$ cat src/scq_pkg.sv
// Shared constants and types of the sequencer channel qualifier
package scq_pkg;

  // ****************************************
  // Clock and timer tick
  // ****************************************
  localparam int unsigned CLK_PERIOD_NS  = 10;    // 100 MHz system clock
  localparam int unsigned TICK_PERIOD_NS = 1000;  // Timers count in 1 us ticks
  localparam int unsigned TICK_CYCLES    = TICK_PERIOD_NS / CLK_PERIOD_NS;
  localparam int unsigned SYNC_SETTLE    = 2;     // Cycles before disable levels are caught

  // ****************************************
  // Channels
  // ****************************************
  localparam int unsigned NUM_CH   = 4;
  localparam logic [2:0]  LAST_CH  = 3'h3;        // Highest channel index
  localparam logic [2:0]  DONE_IDX = 3'h4;        // Marker past the last channel

  // ****************************************
  // Register map (byte addresses)
  // ****************************************
  localparam logic [3:0]  OFF_CTRL   = 4'h0;      // Write only: commands
  localparam logic [3:0]  OFF_STEP   = 4'h4;      // Step delay setting, us
  localparam logic [3:0]  OFF_REGTO  = 4'h8;      // Regulation timeout, us, 0 = off
  localparam logic [3:0]  OFF_STATUS = 4'hC;      // Status, fault clears on write one
  localparam logic [15:0] STEP_RST   = 16'h00FA;  // 250 us after reset
  localparam logic [15:0] REGTO_RST  = 16'h0000;  // Timeout off after reset

  // Field positions
  localparam int unsigned CTRL_UP_BIT   = 0;
  localparam int unsigned CTRL_DOWN_BIT = 1;
  localparam int unsigned ST_EN_LSB     = 0;
  localparam int unsigned ST_INREG_LSB  = 4;
  localparam int unsigned ST_DIS_LSB    = 8;
  localparam int unsigned ST_DONE_BIT   = 12;
  localparam int unsigned ST_PGOOD_BIT  = 13;
  localparam int unsigned ST_FAULT_BIT  = 14;
  localparam int unsigned ST_BUSY_BIT   = 15;

  // ****************************************
  // Sequencer states
  // ****************************************
  typedef enum logic [2:0] {
    SCQ_IDLE,
    SCQ_UP_DLY,
    SCQ_UP_WAIT,
    SCQ_UP_ON,
    SCQ_DN_DLY,
    SCQ_DN_WAIT,
    SCQ_DN_LAST
  } scq_state_t;

endpackage : scq_pkg

$ cat src/scq_qual_if.sv
// Interface carrying qualified channel status to the sequencer
`timescale 1ns/1ps
`default_nettype none
interface scq_qual_if;
  logic [3:0] in_reg;    // Hysteresis flag per channel
  logic [3:0] disabled;  // Caught skip mask, cumulative upward
  logic       ready;     // Skip mask has been caught

  modport qual (output in_reg, output disabled, output ready);
  modport seq  (input in_reg, input disabled, input ready);
endinterface : scq_qual_if
`default_nettype wire

$ cat src/scq_step_timer.sv
// Microsecond down-counter with tick divider, used for delays and timeouts
`timescale 1ns/1ps
`default_nettype none
module scq_step_timer
  import scq_pkg::*;
#(
  parameter int unsigned WIDTH = 16
)(
  input  wire logic             sys_clk_in,
  input  wire logic             rst_b_in,
  input  wire logic             start_in,   // Load and run
  input  wire logic             clear_in,   // Abort without done
  input  wire logic [WIDTH-1:0] load_in,    // Length in ticks
  output logic                  done_out    // One-cycle expiry pulse
);

  // ****************************************
  // State
  // ****************************************
  typedef struct packed {
    logic [WIDTH-1:0] cnt;   // Ticks left
    logic [7:0]       div;   // Cycles within tick
    logic             run;   // Counting
    logic             done;  // Expiry pulse
  } scq_tmr_t;

  scq_tmr_t q;       // Registered state
  scq_tmr_t next_q;  // Next state

  assign done_out = q.done;

  // Next state: tick divider and countdown
  always_comb
  begin
    next_q      = q;
    next_q.done = 1'b0;
    if (clear_in)
    begin
      next_q.run = 1'b0;
    end
    else if (start_in)
    begin
      next_q.cnt = load_in;
      next_q.div = 8'h00;
      // Zero length expires at once
      next_q.run  = (load_in != '0);
      next_q.done = (load_in == '0);
    end
    else if (q.run)
    begin
      if (q.div == 8'(TICK_CYCLES - 1))
      begin
        next_q.div = 8'h00;
        if (q.cnt == WIDTH'(1))
        begin
          next_q.run  = 1'b0;
          next_q.done = 1'b1;
        end
        else
        begin
          next_q.cnt = q.cnt - WIDTH'(1);
        end
      end
      else
      begin
        next_q.div = q.div + 8'h01;
      end
    end
  end

  // State register
  always_ff @(posedge sys_clk_in or negedge rst_b_in)
  begin
    if (!rst_b_in)
      q <= '0;
    else
      q <= next_q;
  end

endmodule // scq_step_timer
`default_nettype wire

$ cat src/scq_channel_qual.sv
// Per-channel sense synchronisers, hysteresis flags and skip mask
`timescale 1ns/1ps
`default_nettype none
module scq_channel_qual
  import scq_pkg::*;
(
  input  wire logic        sys_clk_in,
  input  wire logic        rst_b_in,
  input  wire logic [3:0]  sense_above_on_in,   // Above rising threshold
  input  wire logic [3:0]  sense_above_off_in,  // Above rail off level
  input  wire logic [3:0]  sense_disable_in,    // Above turn-off level
  scq_qual_if.qual         qual
);

  // ****************************************
  // State
  // ****************************************
  typedef struct packed {
    logic [3:0] on_s1, on_s2;    // Rising comparator sync
    logic [3:0] off_s1, off_s2;  // Off comparator sync
    logic [3:0] dis_s1, dis_s2;  // Disable level sync
    logic [3:0] flag;            // In-regulation flags
    logic [3:0] dis;             // Caught skip mask
    logic [1:0] settle;          // Settle counter
    logic       ready;           // Mask caught
  } scq_qual_t;

  scq_qual_t q;       // Registered state
  scq_qual_t next_q;  // Next state

  assign qual.in_reg   = q.flag;
  assign qual.disabled = q.dis;
  assign qual.ready    = q.ready;

  // Next state
  always_comb
  begin
    next_q        = q;
    next_q.on_s1  = sense_above_on_in;
    next_q.on_s2  = q.on_s1;
    next_q.off_s1 = sense_above_off_in;
    next_q.off_s2 = q.off_s1;
    next_q.dis_s1 = sense_disable_in;
    next_q.dis_s2 = q.dis_s1;
    for (int i = 0; i < NUM_CH; i++)
    begin
      // Set above rising threshold, clear only below off level
      if (q.on_s2[i])
        next_q.flag[i] = 1'b1;
      else if (!q.off_s2[i])
        next_q.flag[i] = 1'b0;
    end
    // Catch skip mask once after reset, levels are static from then on
    if (!q.ready)
    begin
      if (q.settle == 2'(SYNC_SETTLE))
      begin
        next_q.ready  = 1'b1;
        next_q.dis[0] = 1'b0;
        for (int i = 1; i < NUM_CH; i++)
          next_q.dis[i] = next_q.dis[i-1] | q.dis_s2[i];
      end
      else
      begin
        next_q.settle = q.settle + 2'h1;
      end
    end
  end

  // State register
  always_ff @(posedge sys_clk_in or negedge rst_b_in)
  begin
    if (!rst_b_in)
      q <= '0;
    else
      q <= next_q;
  end

endmodule // scq_channel_qual
`default_nettype wire

$ cat src/scq_sequencer.sv
// Four-channel sequencer top with Avalon-MM register slave
//
// The address map and register access over Avalon-MM were decided locally.
`timescale 1ns/1ps
`default_nettype none
// Notes on behaviour
// - Four channels, each sense flag and enable
// - Up walks 1 to 4, down 4 to 1
// - Flag set above rising threshold
// - Flag clears only below off level
// - Sense above turn-off level disables channel
// - Channel 1 can never be skipped
// - A skipped channel skips all above it
// - No step delay for skipped channels
// - Up: next enable after step delay
// - Down: next lower enable off after delay
module scq_sequencer
  import scq_pkg::*;
(
  input  wire logic        sys_clk_in,
  input  wire logic        rst_b_in,
  input  wire logic [3:0]  avs_address_in,
  input  wire logic        avs_read_in,
  input  wire logic        avs_write_in,
  input  wire logic [31:0] avs_writedata_in,
  input  wire logic [3:0]  avs_byteenable_in,
  output logic [31:0]      avs_readdata_out,
  output logic             avs_waitrequest_out,
  input  wire logic [3:0]  channel_sense_input_in,     // Rising threshold comparators
  input  wire logic [3:0]  channel_sense_off_in,       // Off level comparators
  input  wire logic [3:0]  channel_sense_disable_in,   // Turn-off level comparators
  output logic [3:0]       channel_enable_output_out,  // Rail enables
  output logic             seq_done_out,
  output logic             power_good_out
);

  // ****************************************
  // State
  // ****************************************
  typedef struct packed {
    scq_state_t  st;        // Sequencer state
    logic [2:0]  ch;        // Current channel
    logic [3:0]  en;        // Enable outputs
    logic        done;      // Sequence done
    logic        pgood;     // Power good
    logic        fault;     // Regulation timeout, sticky
    logic [15:0] step;      // Step delay setting
    logic [15:0] regto;     // Regulation timeout setting
    logic        wreq;      // Waitrequest
    logic [31:0] rdata;     // Read data
    logic        s_start;   // Step timer start
    logic        r_start;   // Regulation timer start
    logic        r_clr;     // Regulation timer abort
  } scq_top_t;

  scq_top_t q;       // Registered state
  scq_top_t next_q;  // Next state

  logic step_done;   // Step delay expired
  logic reg_done;    // Regulation timeout expired

  scq_qual_if qif ();  // Qualified channel status

  // ****************************************
  // Submodules
  // ****************************************
  // Sense qualification and skip mask
  scq_channel_qual u_qual (
    .sys_clk_in         (sys_clk_in),
    .rst_b_in           (rst_b_in),
    .sense_above_on_in  (channel_sense_input_in),
    .sense_above_off_in (channel_sense_off_in),
    .sense_disable_in   (channel_sense_disable_in),
    .qual               (qif)
  );

  // Step delay timer
  scq_step_timer #(.WIDTH(16)) u_step (
    .sys_clk_in (sys_clk_in),
    .rst_b_in   (rst_b_in),
    .start_in   (q.s_start),
    .clear_in   (1'b0),
    .load_in    (q.step),
    .done_out   (step_done)
  );

  // Regulation timeout timer
  scq_step_timer #(.WIDTH(16)) u_regto (
    .sys_clk_in (sys_clk_in),
    .rst_b_in   (rst_b_in),
    .start_in   (q.r_start),
    .clear_in   (q.r_clr),
    .load_in    (q.regto),
    .done_out   (reg_done)
  );

  assign avs_readdata_out          = q.rdata;
  assign avs_waitrequest_out       = q.wreq;
  assign channel_enable_output_out = q.en;
  assign seq_done_out              = q.done;
  assign power_good_out            = q.pgood;

  // ****************************************
  // Helpers
  // ****************************************
  // Channel index is skipped
  function automatic logic skip(input logic [2:0] c, input logic [3:0] dis);
    skip = (c <= LAST_CH) && dis[c[1:0]];
  endfunction

  // Rail in regulation, skipped counts as met
  function automatic logic met_up(input logic [2:0] c, input logic [3:0] f,
                                  input logic [3:0] dis);
    met_up = f[c[1:0]] || skip(c, dis);
  endfunction

  // Rail below off level, skipped counts as met
  function automatic logic met_down(input logic [2:0] c, input logic [3:0] f,
                                    input logic [3:0] dis);
    met_down = !f[c[1:0]] || skip(c, dis);
  endfunction

  // Byte-lane merge for the low half word
  function automatic logic [15:0] merge(input logic [15:0] old,
                                        input logic [31:0] wd,
                                        input logic [3:0]  be);
    merge = {be[1] ? wd[15:8] : old[15:8], be[0] ? wd[7:0] : old[7:0]};
  endfunction

  // ****************************************
  // Next state: bus slave and sequencer
  // ****************************************
  always_comb
  begin
    logic        commit;   // Write takes effect now
    logic        cmd_up;   // Sequence up command
    logic        cmd_dn;   // Sequence down command
    logic [31:0] status;   // Status word
    commit         = 1'b0;
    cmd_up         = 1'b0;
    cmd_dn         = 1'b0;
    status         = '0;
    next_q         = q;
    next_q.s_start = 1'b0;
    next_q.r_start = 1'b0;
    next_q.r_clr   = 1'b0;

    // Status word
    status[ST_EN_LSB +: 4]    = q.en;
    status[ST_INREG_LSB +: 4] = qif.in_reg;
    status[ST_DIS_LSB +: 4]   = qif.disabled;
    status[ST_DONE_BIT]       = q.done;
    status[ST_PGOOD_BIT]      = q.pgood;
    status[ST_FAULT_BIT]      = q.fault;
    status[ST_BUSY_BIT]       = (q.st != SCQ_IDLE) && (q.st != SCQ_UP_ON);

    // One wait state: answer on the cycle after the request is seen
    if ((avs_read_in || avs_write_in) && q.wreq)
    begin
      next_q.wreq = 1'b0;
      if (avs_read_in)
      begin
        case (avs_address_in)
          OFF_STEP:   next_q.rdata = {16'h0000, q.step};
          OFF_REGTO:  next_q.rdata = {16'h0000, q.regto};
          OFF_STATUS: next_q.rdata = status;
          default:    next_q.rdata = 32'h0000_0000;  // Control and unmapped
        endcase
      end
    end
    else
    begin
      next_q.wreq = 1'b1;
      commit      = avs_write_in && !q.wreq;
    end

    // Register writes
    if (commit)
    begin
      case (avs_address_in)
        OFF_CTRL:
        begin
          cmd_up = avs_byteenable_in[0] && avs_writedata_in[CTRL_UP_BIT];
          cmd_dn = avs_byteenable_in[0] && avs_writedata_in[CTRL_DOWN_BIT];
        end
        OFF_STEP:  next_q.step  = merge(q.step, avs_writedata_in, avs_byteenable_in);
        OFF_REGTO: next_q.regto = merge(q.regto, avs_writedata_in, avs_byteenable_in);
        OFF_STATUS:
        begin
          if (avs_byteenable_in[1] && avs_writedata_in[ST_FAULT_BIT])
            next_q.fault = 1'b0;
        end
        default:
        begin
          next_q.fault = next_q.fault;  // Unmapped writes ignored
        end
      endcase
    end

    // Sequencer
    if (cmd_dn && (q.st == SCQ_UP_DLY || q.st == SCQ_UP_WAIT || q.st == SCQ_UP_ON))
    begin
      // Down from channel 4, power good drops at once
      next_q.pgood   = 1'b0;
      next_q.r_clr   = 1'b1;
      next_q.ch      = LAST_CH;
      next_q.st      = SCQ_DN_DLY;
      next_q.s_start = !skip(LAST_CH, qif.disabled);
    end
    else
    begin
      case (q.st)
        SCQ_IDLE:
        begin
          if (cmd_up && qif.ready)
          begin
            next_q.ch      = 3'h0;
            next_q.st      = SCQ_UP_DLY;
            next_q.s_start = 1'b1;
          end
        end
        SCQ_UP_DLY:
        begin
          if (step_done || skip(q.ch, qif.disabled))
          begin
            if (q.ch == DONE_IDX)
            begin
              next_q.done  = 1'b1;
              next_q.pgood = 1'b1;
              next_q.st    = SCQ_UP_ON;
            end
            else
            begin
              next_q.en[q.ch[1:0]] = 1'b1;
              next_q.st            = SCQ_UP_WAIT;
              next_q.r_start = (q.regto != 16'h0000) && !skip(q.ch, qif.disabled);
            end
          end
        end
        SCQ_UP_WAIT:
        begin
          if (met_up(q.ch, qif.in_reg, qif.disabled))
          begin
            // Ascending order, next channel after step delay
            next_q.r_clr   = 1'b1;
            next_q.ch      = q.ch + 3'h1;
            next_q.st      = SCQ_UP_DLY;
            next_q.s_start = !skip(q.ch + 3'h1, qif.disabled);
          end
          else if (reg_done)
          begin
            // Timeout: drop this rail, reverse down from the one below
            next_q.fault         = 1'b1;
            next_q.en[q.ch[1:0]] = 1'b0;
            if (q.ch == 3'h0)
            begin
              next_q.st      = SCQ_DN_LAST;
              next_q.s_start = 1'b1;
            end
            else
            begin
              next_q.ch      = q.ch - 3'h1;
              next_q.st      = SCQ_DN_DLY;
              next_q.s_start = 1'b1;
            end
          end
        end
        SCQ_UP_ON:
        begin
          if (!qif.in_reg[0])
            next_q.pgood = 1'b0;
        end
        SCQ_DN_DLY:
        begin
          if (step_done || skip(q.ch, qif.disabled))
          begin
            next_q.en[q.ch[1:0]] = 1'b0;
            next_q.st            = SCQ_DN_WAIT;
          end
        end
        SCQ_DN_WAIT:
        begin
          if (met_down(q.ch, qif.in_reg, qif.disabled))
          begin
            if (q.ch == 3'h0)
            begin
              next_q.st      = SCQ_DN_LAST;
              next_q.s_start = 1'b1;
            end
            else
            begin
              // Descending order, lower channel after step delay
              next_q.ch      = q.ch - 3'h1;
              next_q.st      = SCQ_DN_DLY;
              next_q.s_start = !skip(q.ch - 3'h1, qif.disabled);
            end
          end
        end
        SCQ_DN_LAST:
        begin
          if (step_done)
          begin
            next_q.done = 1'b0;
            next_q.st   = SCQ_IDLE;
          end
        end
        default:
        begin
          next_q.st = SCQ_IDLE;
        end
      endcase
    end
  end

  // State register
  always_ff @(posedge sys_clk_in or negedge rst_b_in)
  begin
    if (!rst_b_in)
    begin
      q       <= '0;
      q.st    <= SCQ_IDLE;
      q.step  <= STEP_RST;
      q.regto <= REGTO_RST;
      q.wreq  <= 1'b1;
    end
    else
    begin
      q <= next_q;
    end
  end

endmodule // scq_sequencer
`default_nettype wire

$ cat config.mk
export PLATFORM = sky130hd
export DESIGN_NAME = scq_sequencer
export DESIGN_NICKNAME = d
export VERILOG_FILES = /design/src/scq_pkg.sv /design/src/scq_qual_if.sv /design/src/scq_step_timer.sv /design/src/scq_channel_qual.sv /design/src/scq_sequencer.sv
export SDC_FILE = /design/constraint.sdc
export NUM_CORES = 1
export LEC_CHECK = 0
export BUFFER_PORTS_ARGS = -buffer_cell sky130_fd_sc_hd__buf_2
export CAP_MARGIN = 10
export CELL_PAD_IN_SITES_DETAIL_PLACEMENT = 0
export CELL_PAD_IN_SITES_GLOBAL_PLACEMENT = 1
export CORE_ASPECT_RATIO = 1.4
export CORE_MARGIN = 1
export CORE_UTILIZATION = 45
export CTS_BUF_LIST = sky130_fd_sc_hd__clkbuf_16
export DETAILED_ROUTE_END_ITERATION = 16
export HOLD_SLACK_MARGIN = 0.02
export PLACE_DENSITY_LB_ADDON = 0.1
export SYNTH_ARGS = -nofsm -noshare
export SYNTH_HDL_FRONTEND = slang
export SYNTH_SLANG_ARGS = --single-unit
$ cat constraint.sdc
create_clock -name sys_clk_in -period 5.35 [get_ports sys_clk_in]
set_input_delay 1.07 -clock sys_clk_in [delete_from_list [all_inputs] [get_ports sys_clk_in]]
set_output_delay 1.07 -clock sys_clk_in [all_outputs]
set_load 0.005 [all_outputs]
### Word level (Yosys, flattened, before mapping)

Index checks and enable logic that the tools add are counted.

| cells by class | value |
|---|---|
| add/subtract/negate cells | 7 |
| magnitude comparators | 7 |
| equality and inequality tests | 38 |
| multiplexer cells | 94 |
| bitwise operators | 9 |
| reduce and logical (&&, ||, !) cells | 56 |

Operators with widths:

| cell | count |
|---|---|
| two-way mux 26 bit | 4 |
| two-way mux 16 bit | 6 |
| two-way mux 8 bit | 6 |
| one-hot mux 16 bit (3 select lines) | 1 |
| two-way mux 1 bit | 46 |
| two-way mux 33 bit | 1 |
| equality test 16 x 1 -> 1 bit, second input constant | 2 |
| zero test 16 bit | 2 |
| nonzero test 16 bit | 2 |
| subtractor 16 x 1 -> 16 bit, second input constant | 2 |
| two-way mux 6 bit | 5 |
| one-hot mux 3 bit (7 select lines) | 1 |
| inequality test 2 x 1 -> 1 bit, second input constant | 9 |
| adder 8 x 1 -> 8 bit, second input constant | 2 |
| equality test 8 x 7 -> 1 bit, second input constant | 2 |
| AND reduction 3 bit | 5 |
| AND reduction 7 bit | 2 |
| logical AND 1 bit | 13 |
| equality test 3 bit, second input constant | 4 |
| two-way mux 2 bit | 6 |
| two-way mux 3 bit | 4 |
| two-way mux 4 bit | 3 |
| inequality test 3 bit, second input constant | 4 |
| one-hot mux 4 bit (3 select lines) | 1 |
| 36 further kinds | 78 |

| word-level totals | value |
|---|---|
| register bits | 167 |
| input port bits | 56 |
| output and inout bits | 39 |
| word-level logic and storage cells | 247 |

### Longest topological paths before layout

Gate-level depths: netlist of run 1.

| depth | value |
|---|---|
| word-level depth | 10 |
| mapped depth | 9 |
| mapped depth without buffers | 8 |

### By module

Synthesis of run 1 repeated with hierarchy kept, for this count alone.

| unflattened totals | value |
|---|---|
| cell total of the unflattened synthesis | 816 |
| area total of the unflattened synthesis | 8251.7 um^2 |

By module, submodules not included:

| module | instances | cells an instance | area an instance (um^2) | seq. area each (um^2) |
|---|---|---|---|---|
| scq_sequencer | 1 | 392 | 3961.3 | 1635.3 |
| scq_step_timer at u_regto | 1 | 183 | 1685.4 | 650.6 |
| scq_step_timer at u_step | 1 | 183 | 1611.5 | 650.6 |
| scq_channel_qual | 1 | 58 | 993.5 | 800.8 |

### Worst setup path before layout of run 1

OpenSTA, ideal clock, no wires.

| timing | value |
|---|---|
| kind | input to register |
| start point | in avs_address_in[1] |
| end point | reg (tool-made name) |
| setup time | 0.125 ns |
| arrival time | 2.482 ns |
| data required time | 5.225 ns |
| setup slack | 2.743 ns |
| cell stages on the path | 6 |
| path buffers | 0 |
| cells stage by stage | nor4_2 -> nand3_1 -> nor3_2 -> a211oi_1 -> nand3_1 -> mux2_2 |

RTL lines:

| item | line | RTL |
|---|---|---|
| start: declaration | scq_sequencer.sv:22 | `input wire logic [3:0] avs_address_in,` |

### Final worst setup path of run 1

| timing | value |
|---|---|
| start point | reg u_regto.q[16] in the netlist's numbering |
| end point | reg u_regto.q[13] in the netlist's numbering |

| on the way | value |
|---|---|
| longest elaborated chain between the ends | 3 |

RTL lines:

| item | line | RTL |
|---|---|---|
| start: declaration | scq_step_timer.sv:27 | `scq_tmr_t q;` |
| start signal: assignment | scq_step_timer.sv:77 | `q <= next_q;` |
| equality test 16 x 1 -> 1 bit | scq_step_timer.sv:54 | `if (q.cnt == WIDTH'(1))` |
| inequality test 2 bit (no line) | - |  |
| AND reduction 4 bit (no line) | - |  |

No other way between the ends.
A chain may end at the register's enable or synchronous reset.

==> key figures, run 1 <==
STA
  • Post-route worst setup slack: 2125 ps
  • Post-route setup TNS: 0 ps
  • Final period utilization: 0.6028
  • Setup repair after global routing missed its margin: false
  • Final setup violating endpoints: 0
  • Max Slew Vio Count: 0
  • Slew HR: 0.2174
  • Hold WS: around 350 ps
  • Maximum achievable frequency: ~310 MHz
  • Clock skew after layout: around 15 ps
  • Pin slew with the least headroom to its limit: 1174 ps
  • Final hold violation count: 0
  • Minimum clock period: approximately 3200 ps

Clock tree
  • Post-CTS resize count: 0
  • Clk Tree Root Cell: sky130_fd_sc_hd__clkbuf_16
  • Inserted Clock Buffers: 17
  • Clock tree from TritonCTS: yes
  • Buffers from clock root to sink, at most: 2
  • Clock sink count: 149
  • H-tree levels: 4
  • CTS Hold Buffers Added: 0
  • Skew-Pair Late Insertion Delay: 430 ps
  • Clock-pin slew on the worst setup and hold paths: approximately 70 ps
  • Post-CTS Setup Bufs: 0

Worst setup path
  • Reg-to-reg critical path endpoint: u_regto.q[13]$_DFFE_PN0P_
  • Critical path's slowest cell: sky130_fd_sc_hd__a22oi_2
  • CP Class: reg -> reg
  • Number of cell instances on the worst register-to-register path: 6
  • R2r startpoint: u_regto.q[16]$_DFFE_PN0P_
  • Startpoint class of the critical path: flip-flop
  • Required time worst endpoint: 5690 ps
  • Critical Path End Type: flip-flop
  • Register-to-register setup slack: 2130 ps
  • Data arrival time at the worst-slack endpoint: 3570 ps
  • Maximum fanout count along the critical path: 32
  • Series of cell instances along the critical path: or4_4 > nor3_2 > nand4_1 > a22oi_2 > o21ai_0 > o21ai_0
  • Delay contributed by the slowest stage of the critical path: 980 ps
  • Library cell appearing most often on the critical path: sky130_fd_sc_hd__o21ai_0

Yosys
  • Average cell area after synthesis: 10.17 um2
  • Synthesized-area fraction occupied by and/or/nand/nor cells: 0.1659
  • Number of synthesis warnings: 0
  • Cell accounting for the most synthesized area: sky130_fd_sc_hd__dfrtp_1
  • Number of synthesized register bits: 149
  • Most used DFF post-synth: sky130_fd_sc_hd__dfrtp_1
  • Combinational family with the most area after synthesis: simple AND/OR/NAND/NOR gates
  • Fraction of post-synthesis cell area in the top cell type by area: 0.4632
  • Share of the synthesized area in compound gates (AO/OA/AOI/OAI): 0.1430
  • Seq/Total Area, Yosys: 0.4872
  • Top cells by area in the synthesized netlist: sky130_fd_sc_hd__dfrtp_1 46%, sky130_fd_sc_hd__mux2_2 7.9%, sky130_fd_sc_hd__o21ai_0 4.4%
  • Netlist cell types: just over 70
  • Xor/xnor cell area share of the yosys netlist: 0.02854
  • Number of flops mapped to enable cells by yosys: 0
  • Post-synth design cell area: 7671 um2
  • Proportion of synthesized area in mux cells: 0.09199
  • Adder-cell area share of the yosys netlist: 0.02120
  • Async set-or-reset flop fraction in the synthesized netlist: 1.000
  • Synthesized instance count: 754

Global route
  • Number of global-route vias before repair: 5671
  • Largest net degree at the start of global routing: around 110
  • Number of antenna violations at the first check in global routing: 0
  • Global-route wire length before repair: 30.46 mm
  • Total global routing track utilization: 0.2269
  • GRT overflow: 0

Routing
  • Routed via count divided by cell count: between 5 and 6
  • Total DRC errors in the routed layout: 1
  • Count of routing violations after the opening detailed-route iteration: 288
  • Post-Route WL: 19.02 mm
  • Routed wirelength normalized by instance count: 19.06 um
  • Antenna Nets Post-Route: 0
  • Total number of vias: 5745
  • Iteration count of the initial detailed-routing pass: 11

Status
  • Outcome: complete, but fails checks
  • Violations in the final reports: DRC

Cells and area
  • Top reg by flops: q
  • FILL cells: 1547
  • Fraction of final layout cells with drive strength greater than 1: 0.2226
  • Regs by FF count: q x42, u_regto.q x25, u_step.q x25
  • Total inserted antenna cells: 0
  • Final net count: between 800 and 900
  • Number of flip-flops in the largest register: 42
  • Area Overhead vs Synth: 10.62%

Place
  • Post-placement setup slack: 2028 ps
  • Number of buffers added on ports: 59
  • Detailed placement HPWL: 13.67 mm
  • RD Place Congestion: 0.8636

Pwr
  • Peak supply drop: around 330 uV
  • Power after layout: 0.003954 W
  • Pleak: 3.694 nW
  • Power per Cell Area: 466.0 nW/um2

Floorplan
  • Site row count: 56
  • Core outline area: between 15000 and 20000 um2
  • Initial Util: 0.4581
  • Die Span Y: 156.5 um
  • Count of pins on the block boundary: 95
  • Floorplan die area: 17580 um2
  • Die width: 112.3 um

Hold path
  • Cell count of the worst hold path: 0
  • HP Class: reg -> reg
  • Beginning of the worst hold path: u_qual.next_q[19]$_DFF_PN0_
  • Endpoint with the worst hold slack: u_qual.q[19]$_DFF_PN0_

Run
  • Number of max-cap violations: 0
-- synth_stat cells (all sizes together), types with 3 or more instances --
cell type	count
buf	45
dfrtp	142
nand2b	5
a32oi	5
or4	3
nor2	57
mux2i	6
a21oi	32
nand2	71
a221oi	3
nor3	26
nor4b	3
nand4b	3
nand3b	7
ha	13
a21o	6
dfstp	7
nor2b	9
a22oi	24
nand3	20
or3	3
inv	16
o21ai	77
nor3b	3
xnor2	8
o31ai	3
clkbuf	23
and3b	3
a31oi	7
nand4	11
xor2	17
a211oi	4
nor4	13
mux2	55
-- worst max-delay path: cells and delay by family (launching register included) --
kind	cells	cell delay (ps)
flip-flops	1	400
AO/OA/AOI/OAI	3	1360
AND/OR/NAND/NOR	3	1380
-- logic make-up after synthesis --
kind of cell | after synthesis
fa+ha+maj | 13
buf+inv | 84
compound gates | 175
simple gates | 245
mux | 62
other cells | 1
xor+xnor | 25
flops | 149
-- metal layers --
layer | global-route usage | part of all wire | vias to the layer above
li1 | - | - | 2716
met1 | 0.2725 | 0.42 | 2864
met2 | 0.4108 | 0.53 | 146
met3 | 0.03486 | 0.037 | 19
met4 | 0.08127 | 0.017 | 0
met5 | 0 | 0 | -
-- cell type report --
class                   count  area, um2  area share
clock buffers              17      425.4     0.05013
clock inverters            15      167.7     0.01976
inverters                  16      60.06    0.007078
multi-input cells         536       3517      0.4145
flip-flops and latches    149       3737      0.4404
well taps                 203      254.0     0.02993
repair buffers             62      324.1     0.03819
-- cells in the final DEF (no fill, tap or decap), drive strengths merged, types with 8 or more instances in the layout --
master  Yosys  routed
buf        45      62
nor2b       9       9
xnor2       8       8
ha         13      13
a21oi      32      32
nand3      20      20
nand4      11      11
nand2      71      71
xor2       17      17
inv        16      27
mux2       55      55
a22oi      24      24
conb        1      16
nor3       26      26
dfrtp     142     142
nor2       57      57
clkbuf     23      17
o21ai      77      77
nor4       13      13
-- report_power, final --
part | leakage, nW | switching, W | total, W | internal (W)
clock network | 0.287 | 0.000563 | 0.00119 | 0.000631
logic | 1.49 | 0.000672 | 0.00118 | 0.000508
registers | 1.92 | 0.000265 | 0.00158 | 0.00132
-- stage by stage --
step / utilization / cells / area [um2]
finish: 0.5067 / 998 / 8486
global route: 0.5067 / 998 / 8486
CTS: 0.5067 / 998 / 8486
detailed placement: 0.4713 / 966 / 7893
global placement: 0.4713 / 966 / 7893
floorplan: - / 769 / 7727
-- worst max path at each step --
stage          slack [ps]                      start                        end  depth (start not counted)
6_report             2130  u_regto.q[16]$_DFFE_PN0P_  u_regto.q[13]$_DFFE_PN0P_                          6
5_1_grt              1830  u_regto.q[16]$_DFFE_PN0P_  u_regto.q[17]$_DFFE_PN0P_                          6
4_1_cts              2130  u_regto.q[16]$_DFFE_PN0P_  u_regto.q[17]$_DFFE_PN0P_                          6
3_5_place_dp         2030          avs_address_in[3]                  flip-flop                          7
3_3_place_gp         2040          avs_address_in[3]                  flip-flop                          7
2_1_floorplan        2740          avs_address_in[1]                  flip-flop                          6
Note: power is estimated with default switching activity, not from simulation.
==> run 2, diff against run 1 <==
--- a/config.mk
+++ b/config.mk
@@ -11,7 +11,7 @@
 export CELL_PAD_IN_SITES_GLOBAL_PLACEMENT = 1
 export CORE_ASPECT_RATIO = 1.4
 export CORE_MARGIN = 1
-export CORE_UTILIZATION = 45
+export CORE_UTILIZATION = 41
 export CTS_BUF_LIST = sky130_fd_sc_hd__clkbuf_16
 export DETAILED_ROUTE_END_ITERATION = 16
 export HOLD_SLACK_MARGIN = 0.02
==> constraint.sdc (replaced) <==
create_clock -name sys_clk_in -period 2.9 [get_ports sys_clk_in]
set_input_delay 0.58 -clock sys_clk_in [delete_from_list [all_inputs] [get_ports sys_clk_in]]
set_output_delay 0.58 -clock sys_clk_in [all_outputs]
set_load 0.005 [all_outputs]
==> run 2 against run 1 <==
Effect of this change:
- the flow now finishes without violations
- clock power rose by 86%
- worst hold slack got worse by 220 ps
- sequential share of layout area fell by 1.1 points
- flip-flop and latch count did not move
- final cell count rose by 5.8%
- via count rose by 1.6%
- combinational power rose by 97%
- register-to-register slack got worse by 1900 ps
- clock skew fell by 2.7 ps
- total power rose by 87%
- critical path depth rose by 2
- count of clock-buffer cells in the layout did not move
- critical endpoint is now q[79]$_DFFE_PN0P_
==> key figures, run 2 (same netlist as run 1, synthesis figures left out) <==
Pwr
  • Power per Cell Area: 850.5 nW/um2 (was 466.0 nW/um2)
  • Peak supply drop: 630.3 uV (was 328.6 uV)
  • Pleak: 3.808 nW (was 3.694 nW)

Worst setup path
  • Required time worst endpoint: 3210 ps (was 5690 ps)
  • CP Class: reg -> reg (unchanged)
  • Data arrival time at the worst-slack endpoint: 2960 ps (was 3570 ps)
  • Critical path's slowest cell: sky130_fd_sc_hd__a21oi_2 (was sky130_fd_sc_hd__a22oi_2)
  • R2r startpoint: q[75]$_DFFE_PN0P_ (was u_regto.q[16]$_DFFE_PN0P_)
  • Worst setup startpoint: q[75]$_DFFE_PN0P_ (was u_regto.q[16]$_DFFE_PN0P_)
  • Delay contributed by the slowest stage of the critical path: 600 ps (was 980 ps)
  • Register-to-register setup slack: 260 ps (was 2130 ps)
  • Critical Path End Type: flip-flop (unchanged)
  • Series of cell instances along the critical path: ha_1 > ha_1 > nand2_1 > a32oi_1 > a21oi_2 > nand2_1 > nand3b_4 > mux2_4 (was or4_4 > nor3_2 > nand4_1 > a22oi_2 > o21ai_0 > o21ai_0)
  • Maximum fanout count along the critical path: 13 (was 32)
  • Startpoint class of the critical path: flip-flop (unchanged)

Clock tree
  • Post-CTS Setup Bufs: 0 (unchanged)
  • H-tree levels: 4 (unchanged)
  • Clk Tree Root Cell: sky130_fd_sc_hd__clkbuf_16 (unchanged)
  • CTS Hold Buffers Added: 0 (unchanged)
  • Clock tree from TritonCTS: yes (unchanged)
  • Inserted Clock Buffers: 17 (unchanged)
  • Skew-Pair Late Insertion Delay: 430 ps (about the same)
  • Clock sink count: 149 (unchanged)
  • Post-CTS resize count: 0 (unchanged)
  • Buffers from clock root to sink, at most: 2 (unchanged)
  • Clock-pin slew on the worst setup and hold paths: 70 ps (about the same)

STA
  • Max Slew Vio Count: 0 (unchanged)
  • Maximum achievable frequency: 378.3 MHz (was 310.1 MHz)
  • Setup repair after global routing missed its margin: false (unchanged)
  • Post-route setup TNS: 0 ps (unchanged)
  • Hold WS: 127.7 ps (was 348.6 ps)
  • Final hold violation count: 0 (unchanged)
  • Final period utilization: 0.9116 (was 0.6028)
  • Pin slew with the least headroom to its limit: 657.8 ps (was 1174 ps)
  • Minimum clock period: 2644 ps (was 3225 ps)
  • Slew HR: 0.5615 (was 0.2174)
  • Clock skew after layout: 12.17 ps (was 14.89 ps)
  • Final setup violating endpoints: 0 (unchanged)

Cells and area
  • Final net count: 872 (was 851)
  • Regs by FF count: q x42, u_regto.q x25, u_step.q x25 (unchanged)
  • Fraction of final layout cells with drive strength greater than 1: 0.2439 (was 0.2226)
  • Most frequent cells in the layout: 142 x sky130_fd_sc_hd__dfrtp_1, 70 x sky130_fd_sc_hd__nand2_1, 67 x sky130_fd_sc_hd__o21ai_0, 58 x sky130_fd_sc_hd__buf_2, 57 x sky130_fd_sc_hd__nor2_1 (unchanged)
  • Most common cell after layout, fill and taps aside: sky130_fd_sc_hd__dfrtp_1 (unchanged)
  • Number of flip-flops in the largest register: 42 (unchanged)
  • Total inserted antenna cells: 0 (unchanged)
  • Area Overhead vs Synth: 13.55% (was 10.62%)
  • Top reg by flops: q (unchanged)

Place
  • RD Place Congestion: 0.8407 (was 0.8636)
  • Number of buffers added on ports: 59 (unchanged)
  • Detailed placement HPWL: 14.88 mm (was 13.67 mm)

Floorplan
  • Initial Util: 0.4228 (was 0.4581)
  • Die Span Y: 163.8 um (was 156.5 um)
  • Floorplan die area: 19270 um2 (was 17580 um2)
  • Site row count: 58 (was 56)
  • Core outline area: 18140 um2 (was 16750 um2)
  • Count of pins on the block boundary: 95 (unchanged)
  • Die width: 117.6 um (was 112.3 um)

Global route
  • Number of antenna violations at the first check in global routing: 0 (unchanged)
  • Total global routing track utilization: 0.2156 (was 0.2269)
  • GRT overflow: 0 (unchanged)
  • Number of global-route vias before repair: 5935 (was 5671)
  • Global-route wire length before repair: 32.06 mm (was 30.46 mm)
  • Largest net degree at the start of global routing: 65 (was 109)

Routing
  • Antenna Nets Post-Route: 0 (unchanged)
  • Routed via count divided by cell count: 5.527 (was 5.757)
  • Total number of vias: 5836 (was 5745)
  • Post-Route WL: 19.95 mm (was 19.02 mm)
  • Total DRC errors in the routed layout: 0 (was 1)
  • Iteration count of the initial detailed-routing pass: 4 (was 11)
  • Routed wirelength normalized by instance count: 18.89 um (was 19.06 um)
  • Count of routing violations after the opening detailed-route iteration: 357 (was 288)

Status
  • Outcome: complete, no violations (was complete, but fails checks)

Run
  • Number of max-cap violations: 0 (unchanged)

Hold path
  • HP Class: in -> async (was reg -> reg)
[run 2: area by class of cell]
type / count / area [um2]
repair buffers: 83 / 494.2
inverters: 16 / 60.06
clock inverters: 15 / 171.4
well taps: 240 / 300.3
clock buffers: 17 / 425.4
fillers: 1737 / 9432
flip-flops and latches: 149 / 3737
multi-input cells: 536 / 3522
[run 2: stage by stage]
stage                     power (W)    util  cells  area, um2  worst slack [ps]
after floorplan            0.004574       -    769       7727             740.4
after global placement     0.005148  0.4470   1024       8109             265.0
after detailed placement   0.005215  0.4470   1024       8109             232.2
after CTS                  0.007455  0.4799   1056       8706             192.5
after global routing       0.007868  0.4801   1056       8711             80.02
final                      0.007409  0.4801   1056       8711             256.5
[run 2: path summary, 6_finish.rpt]
path / endpoint / cells after the start
max: q[79]$_DFFE_PN0P_ / 8
min: u_regto.q[9]$_DFFE_PN0P_ / 1
max reg2reg: q[79]$_DFFE_PN0P_ / 8
min reg2reg: u_qual.q[21]$_DFF_PN0_ / 0
max in group asynchronous: q[57]$_DFFE_PN1P_ / 2
min in group sys_clk_in: u_qual.next_q[28]$_DFF_PN0_ / 1
[run 2: worst max-delay path, delay by kind of cell (launching register included)]
family | cells | cell delay [ps]
AO/OA/AOI/OAI | 2 | 760
AND/OR/NAND/NOR | 3 | 450
flip-flops | 1 | 540
multiplexers | 1 | 300
adder cells (fa/ha/maj) | 2 | 490
[run 2: per-layer routing]
layer  GRT usage  vias to the layer above  share of wire
li1            -                     2768              -
met1      0.2596                     2910           0.42
met2      0.3781                      123           0.52
met3     0.03819                       35          0.030
met4     0.09324                        0          0.027
met5           0                        -              0
[run 2: where the power goes]
part | switching (W) | leakage [nW] | internal, W | total, W
logic | 0.00133 | 1.60 | 0.000998 | 0.00233
registers | 0.000441 | 1.92 | 0.00243 | 0.00287
clock network | 0.00104 | 0.293 | 0.00117 | 0.00221
==> run 3, diff against run 2 <==
--- a/config.mk
+++ b/config.mk
@@ -5,13 +5,14 @@
 export SDC_FILE = /design/constraint.sdc
 export NUM_CORES = 1
 export LEC_CHECK = 0
+export ABC_AREA = 1
 export BUFFER_PORTS_ARGS = -buffer_cell sky130_fd_sc_hd__buf_2
 export CAP_MARGIN = 10
 export CELL_PAD_IN_SITES_DETAIL_PLACEMENT = 0
 export CELL_PAD_IN_SITES_GLOBAL_PLACEMENT = 1
 export CORE_ASPECT_RATIO = 1.4
 export CORE_MARGIN = 1
-export CORE_UTILIZATION = 41
+export CORE_UTILIZATION = 39
 export CTS_BUF_LIST = sky130_fd_sc_hd__clkbuf_16
 export DETAILED_ROUTE_END_ITERATION = 16
 export HOLD_SLACK_MARGIN = 0.02
==> run 3 against run 2 <==
Effect of this change:
- the run now ends with DRC left
- first-iteration DRC count decreased by 5.3%
- design area increased by 4.3%
- count of clock-buffer cells in the layout unchanged
- synthesized area increased by 5.4%
- total power increased by 1.2%
- largest power group unchanged
==> key figures, run 3 <==
STA
  • Post-route setup TNS: 0 ps (unchanged)
  • Clock skew after layout: 11.45 ps (was 12.17 ps)
  • Max Slew Vio Count: 0 (unchanged)
  • Final hold violation count: 0 (unchanged)
  • Setup repair after global routing missed its margin: false (unchanged)
  • Minimum clock period: 2162 ps (was 2644 ps)
  • Final period utilization: 0.7456 (was 0.9116)
  • Maximum achievable frequency: 462.5 MHz (was 378.3 MHz)
  • Slew HR: 0.5709 (was 0.5615)
  • Final setup violating endpoints: 0 (unchanged)
  • Pin slew with the least headroom to its limit: 641.3 ps (was 657.8 ps)

Worst setup path
  • Required time worst endpoint: 3230 ps (was 3210 ps)
  • Register-to-register setup slack: 740 ps (was 260 ps)
  • Maximum fanout count along the critical path: 11 (was 13)
  • Startpoint class of the critical path: flip-flop (unchanged)
  • CP Class: reg -> reg (unchanged)
  • Data arrival time at the worst-slack endpoint: 2490 ps (was 2960 ps)
  • Critical Path End Type: flip-flop (unchanged)

Clock tree
  • Clk Tree Root Cell: sky130_fd_sc_hd__clkbuf_16 (unchanged)
  • CTS Hold Buffers Added: 0 (unchanged)
  • Inserted Clock Buffers: 17 (unchanged)
  • Buffers from clock root to sink, at most: 2 (unchanged)
  • Clock tree from TritonCTS: yes (unchanged)
  • Post-CTS Setup Bufs: 0 (unchanged)
  • Clock sink count: 149 (unchanged)
  • H-tree levels: 4 (unchanged)
  • Clock-pin slew on the worst setup and hold paths: 60 ps (was 70 ps)
  • Skew-Pair Late Insertion Delay: 440 ps (was 430 ps)
  • Post-CTS resize count: 0 (unchanged)

Place
  • Number of buffers added on ports: 59 (unchanged)
  • Detailed placement HPWL: 17.24 mm (was 14.88 mm)
  • RD Place Congestion: 0.8668 (was 0.8407)
  • Number of cells in the design after placement: 1340 (was 1024)

Floorplan
  • Die Span Y: 172.4 um (was 163.8 um)
  • Die width: 123.7 um (was 117.6 um)
  • Count of pins on the block boundary: 95 (unchanged)
  • Core outline area: 20400 um2 (was 18140 um2)
  • Floorplan die area: 21330 um2 (was 19270 um2)
  • Initial Util: 0.3965 (was 0.4228)
  • Site row count: 62 (was 58)

Yosys
  • Synthesized-area fraction occupied by and/or/nand/nor cells: 0.2712 (was 0.1659)
  • Combinational family with the most area after synthesis: simple AND/OR/NAND/NOR gates (unchanged)
  • Most instantiated cells after synthesis: 269 x sky130_fd_sc_hd__nand2_1, 142 x sky130_fd_sc_hd__dfrtp_1, 132 x sky130_fd_sc_hd__inv_1, 103 x sky130_fd_sc_hd__o21ai_0, 81 x sky130_fd_sc_hd__nor2_1 (was 142 x sky130_fd_sc_hd__dfrtp_1, 70 x sky130_fd_sc_hd__nand2_1, 67 x sky130_fd_sc_hd__o21ai_0, 57 x sky130_fd_sc_hd__nor2_1, 54 x sky130_fd_sc_hd__mux2_2)
  • Xor/xnor cell area share of the yosys netlist: 0.009745 (was 0.02854)
  • Most used DFF post-synth: sky130_fd_sc_hd__dfrtp_1 (unchanged)
  • Top cells by area in the synthesized netlist: sky130_fd_sc_hd__dfrtp_1 44%, sky130_fd_sc_hd__nand2_1 12%, sky130_fd_sc_hd__o21ai_0 6.4% (was sky130_fd_sc_hd__dfrtp_1 46%, sky130_fd_sc_hd__mux2_2 7.9%, sky130_fd_sc_hd__o21ai_0 4.4%)
  • Cell accounting for the most synthesized area: sky130_fd_sc_hd__dfrtp_1 (unchanged)
  • Netlist cell types: 44 (was 71)
  • Fraction of post-synthesis cell area in the top cell type by area: 0.4393 (was 0.4632)
  • Seq/Total Area, Yosys: 0.4620 (was 0.4872)
  • Proportion of synthesized area in mux cells: 0 (was 0.09199)
  • Average cell area after synthesis: 7.675 um2 (was 10.17 um2)
  • Number of synthesis warnings: 0 (unchanged)
  • Number of flops mapped to enable cells by yosys: 0 (unchanged)
  • Post-synth design cell area: 8089 um2 (was 7671 um2)
  • Number of synthesized register bits: 149 (unchanged)
  • Async set-or-reset flop fraction in the synthesized netlist: 1.000 (unchanged)
  • Synthesized instance count: 1054 (was 754)
  • Share of the synthesized area in compound gates (AO/OA/AOI/OAI): 0.1251 (was 0.1430)
  • Adder-cell area share of the yosys netlist: 0.02011 (was 0.02120)
  • Leading cell type by number of instances after synthesis: sky130_fd_sc_hd__nand2_1 (was sky130_fd_sc_hd__dfrtp_1)

Cells and area
  • Final non-filler cell total: 1372 (was 1056)
  • Most frequent cells in the layout: 269 x sky130_fd_sc_hd__nand2_1, 142 x sky130_fd_sc_hd__dfrtp_1, 132 x sky130_fd_sc_hd__inv_1, 103 x sky130_fd_sc_hd__o21ai_0, 81 x sky130_fd_sc_hd__nor2_1 (was 142 x sky130_fd_sc_hd__dfrtp_1, 70 x sky130_fd_sc_hd__nand2_1, 67 x sky130_fd_sc_hd__o21ai_0, 58 x sky130_fd_sc_hd__buf_2, 57 x sky130_fd_sc_hd__nor2_1)
  • Fraction of final layout cells with drive strength greater than 1: 0.1317 (was 0.2439)
  • Number of flip-flops in the largest register: 42 (unchanged)
  • Area Overhead vs Synth: 12.31% (was 13.55%)
  • FILL cells: 2161 (was 1737)
  • Regs by FF count: q x42, u_regto.q x25, u_step.q x25 (unchanged)
  • Most common cell after layout, fill and taps aside: sky130_fd_sc_hd__nand2_1 (was sky130_fd_sc_hd__dfrtp_1)
  • Top reg by flops: q (unchanged)
  • Total inserted antenna cells: 0 (unchanged)
  • Final net count: 1172 (was 872)

Routing
  • Total number of vias: 6901 (was 5836)
  • Iteration count of the initial detailed-routing pass: 11 (was 4)
  • Total DRC errors in the routed layout: 2 (was 0)
  • Routed via count divided by cell count: 5.030 (was 5.527)
  • Count of routing violations after the opening detailed-route iteration: 338 (was 357)
  • Post-Route WL: 22.66 mm (was 19.95 mm)
  • Antenna Nets Post-Route: 0 (unchanged)
  • Routed wirelength normalized by instance count: 16.52 um (was 18.89 um)

Global route
  • Number of global-route vias before repair: 6777 (was 5935)
  • Global-route wire length before repair: 35.87 mm (was 32.06 mm)
  • Number of antenna violations at the first check in global routing: 0 (unchanged)
  • Largest net degree at the start of global routing: 46 (was 65)
  • Total global routing track utilization: 0.2281 (was 0.2156)
  • GRT overflow: 0 (unchanged)

Pwr
  • Power per Cell Area: 825.2 nW/um2 (was 850.5 nW/um2)
  • Peak supply drop: 421.6 uV (was 630.3 uV)
  • Pleak: 4.593 nW (was 3.808 nW)

Status
  • Violations in the final reports: DRC
  • Outcome: complete, but fails checks (was complete, no violations)

Run
  • Number of max-cap violations: 0 (unchanged)

Hold path
  • HP Class: in -> async (unchanged)
==> run 3: cell count changes after synthesis, sizes merged, moves of 9 or more <==
cell / before / now
inv: 16 / 138
xor2: 17 / 8
mux2: 55 / 0
o21ai: 77 / 116
nand2: 71 / 273
clkbuf: 23 / 10
nor2b: 9 / 0
nor4: 13 / 3
nand3: 20 / 83
nor2: 57 / 95
a22oi: 24 / 1
o22ai: 0 / 11
==> run 3: report_power, final <==
part,internal [W],switching [W],total [W]
sequential,0.00241,0.000304,0.00272
combinational,0.000858,0.00171,0.00257
clock,0.00127,0.000939,0.00221
==> run 3: final timing paths <==
path                                              from                         endpoint  depth (start not counted)
min reg2reg                u_qual.next_q[19]$_DFF_PN0_           u_qual.q[19]$_DFF_PN0_                          0
min in group sys_clk_in    channel_sense_disable_in[2]      u_qual.next_q[13]$_DFF_PN0_                          1
max in group asynchronous                     rst_b_in  avs_readdata_out[7]$_DFFE_PN0P_                          2
max reg2reg                          q[75]$_DFFE_PN0P_                        flip-flop                         12
min                                           rst_b_in         u_step.q[14]$_DFFE_PN0P_                          1
max                                  q[75]$_DFFE_PN0P_                        flip-flop                         12
==> run 3: layout make-up <==
type,instances,area [um2],area share
repair buffers,73,419.2,0.04614
flip-flops and latches,149,3737,0.4114
inverters,138,523.0,0.05757
well taps,256,320.3,0.03526
multi-input cells,724,3507,0.3860
clock buffers,17,425.4,0.04683
clock inverters,15,152.6,0.01680
==> run 3: logic make-up (layout without fill, tap and decap cells) <==
| group | Yosys count | after routing |
|---|---|---|
| and+or+nand+nor | 501 | 501 |
| buffers and inverters | 196 | 243 |
| AOI/OAI and AO/OA | 185 | 185 |
| DFF | 149 | 149 |
| adders and majority gates | 13 | 13 |
| xor gates and xnor gates | 9 | 9 |
| other | 1 | 16 |
==> run 3: metal layers <==
layer / track usage / part of all wire / vias to the layer above
met5: 0 / 0 / -
met2: 0.4041 / 0.51 / 123
met3: 0.04024 / 0.028 / 47
met1: 0.2620 / 0.42 / 3262
li1: - / - / 3469
met4: 0.1079 / 0.038 / 0
==> run 3: worst max-delay path, stage by stage, from the launching register on <==
cell	delay [ps]
sky130_fd_sc_hd__dfrtp_1	390
sky130_fd_sc_hd__ha_1	250
sky130_fd_sc_hd__ha_1	210
sky130_fd_sc_hd__nand2_1	60
sky130_fd_sc_hd__nand3_1	90
sky130_fd_sc_hd__nand3_2	270
sky130_fd_sc_hd__nand2_1	160
sky130_fd_sc_hd__nand2_2	130
sky130_fd_sc_hd__nand2_1	110
sky130_fd_sc_hd__nor2_2	180
sky130_fd_sc_hd__nand3_1	100
sky130_fd_sc_hd__nand2_1	70
sky130_fd_sc_hd__nand2_1	40
==> run 3: stage by stage <==
stage | hold WS, ps | worst slack [ps] | power, W | area, um2 | utilization
after floorplan | 284.4 | 1176 | 0.004622 | 8145 | -
after global placement | 332.1 | 750.6 | 0.005319 | 8507 | 0.4170
after detailed placement | 337.0 | 716.1 | 0.005334 | 8507 | 0.4170
after CTS | 81.03 | 733.0 | 0.007575 | 9085 | 0.4453
after global routing | 104.5 | 553.3 | 0.008054 | 9085 | 0.4453
final | 77.91 | 737.8 | 0.007497 | 9085 | 0.4453
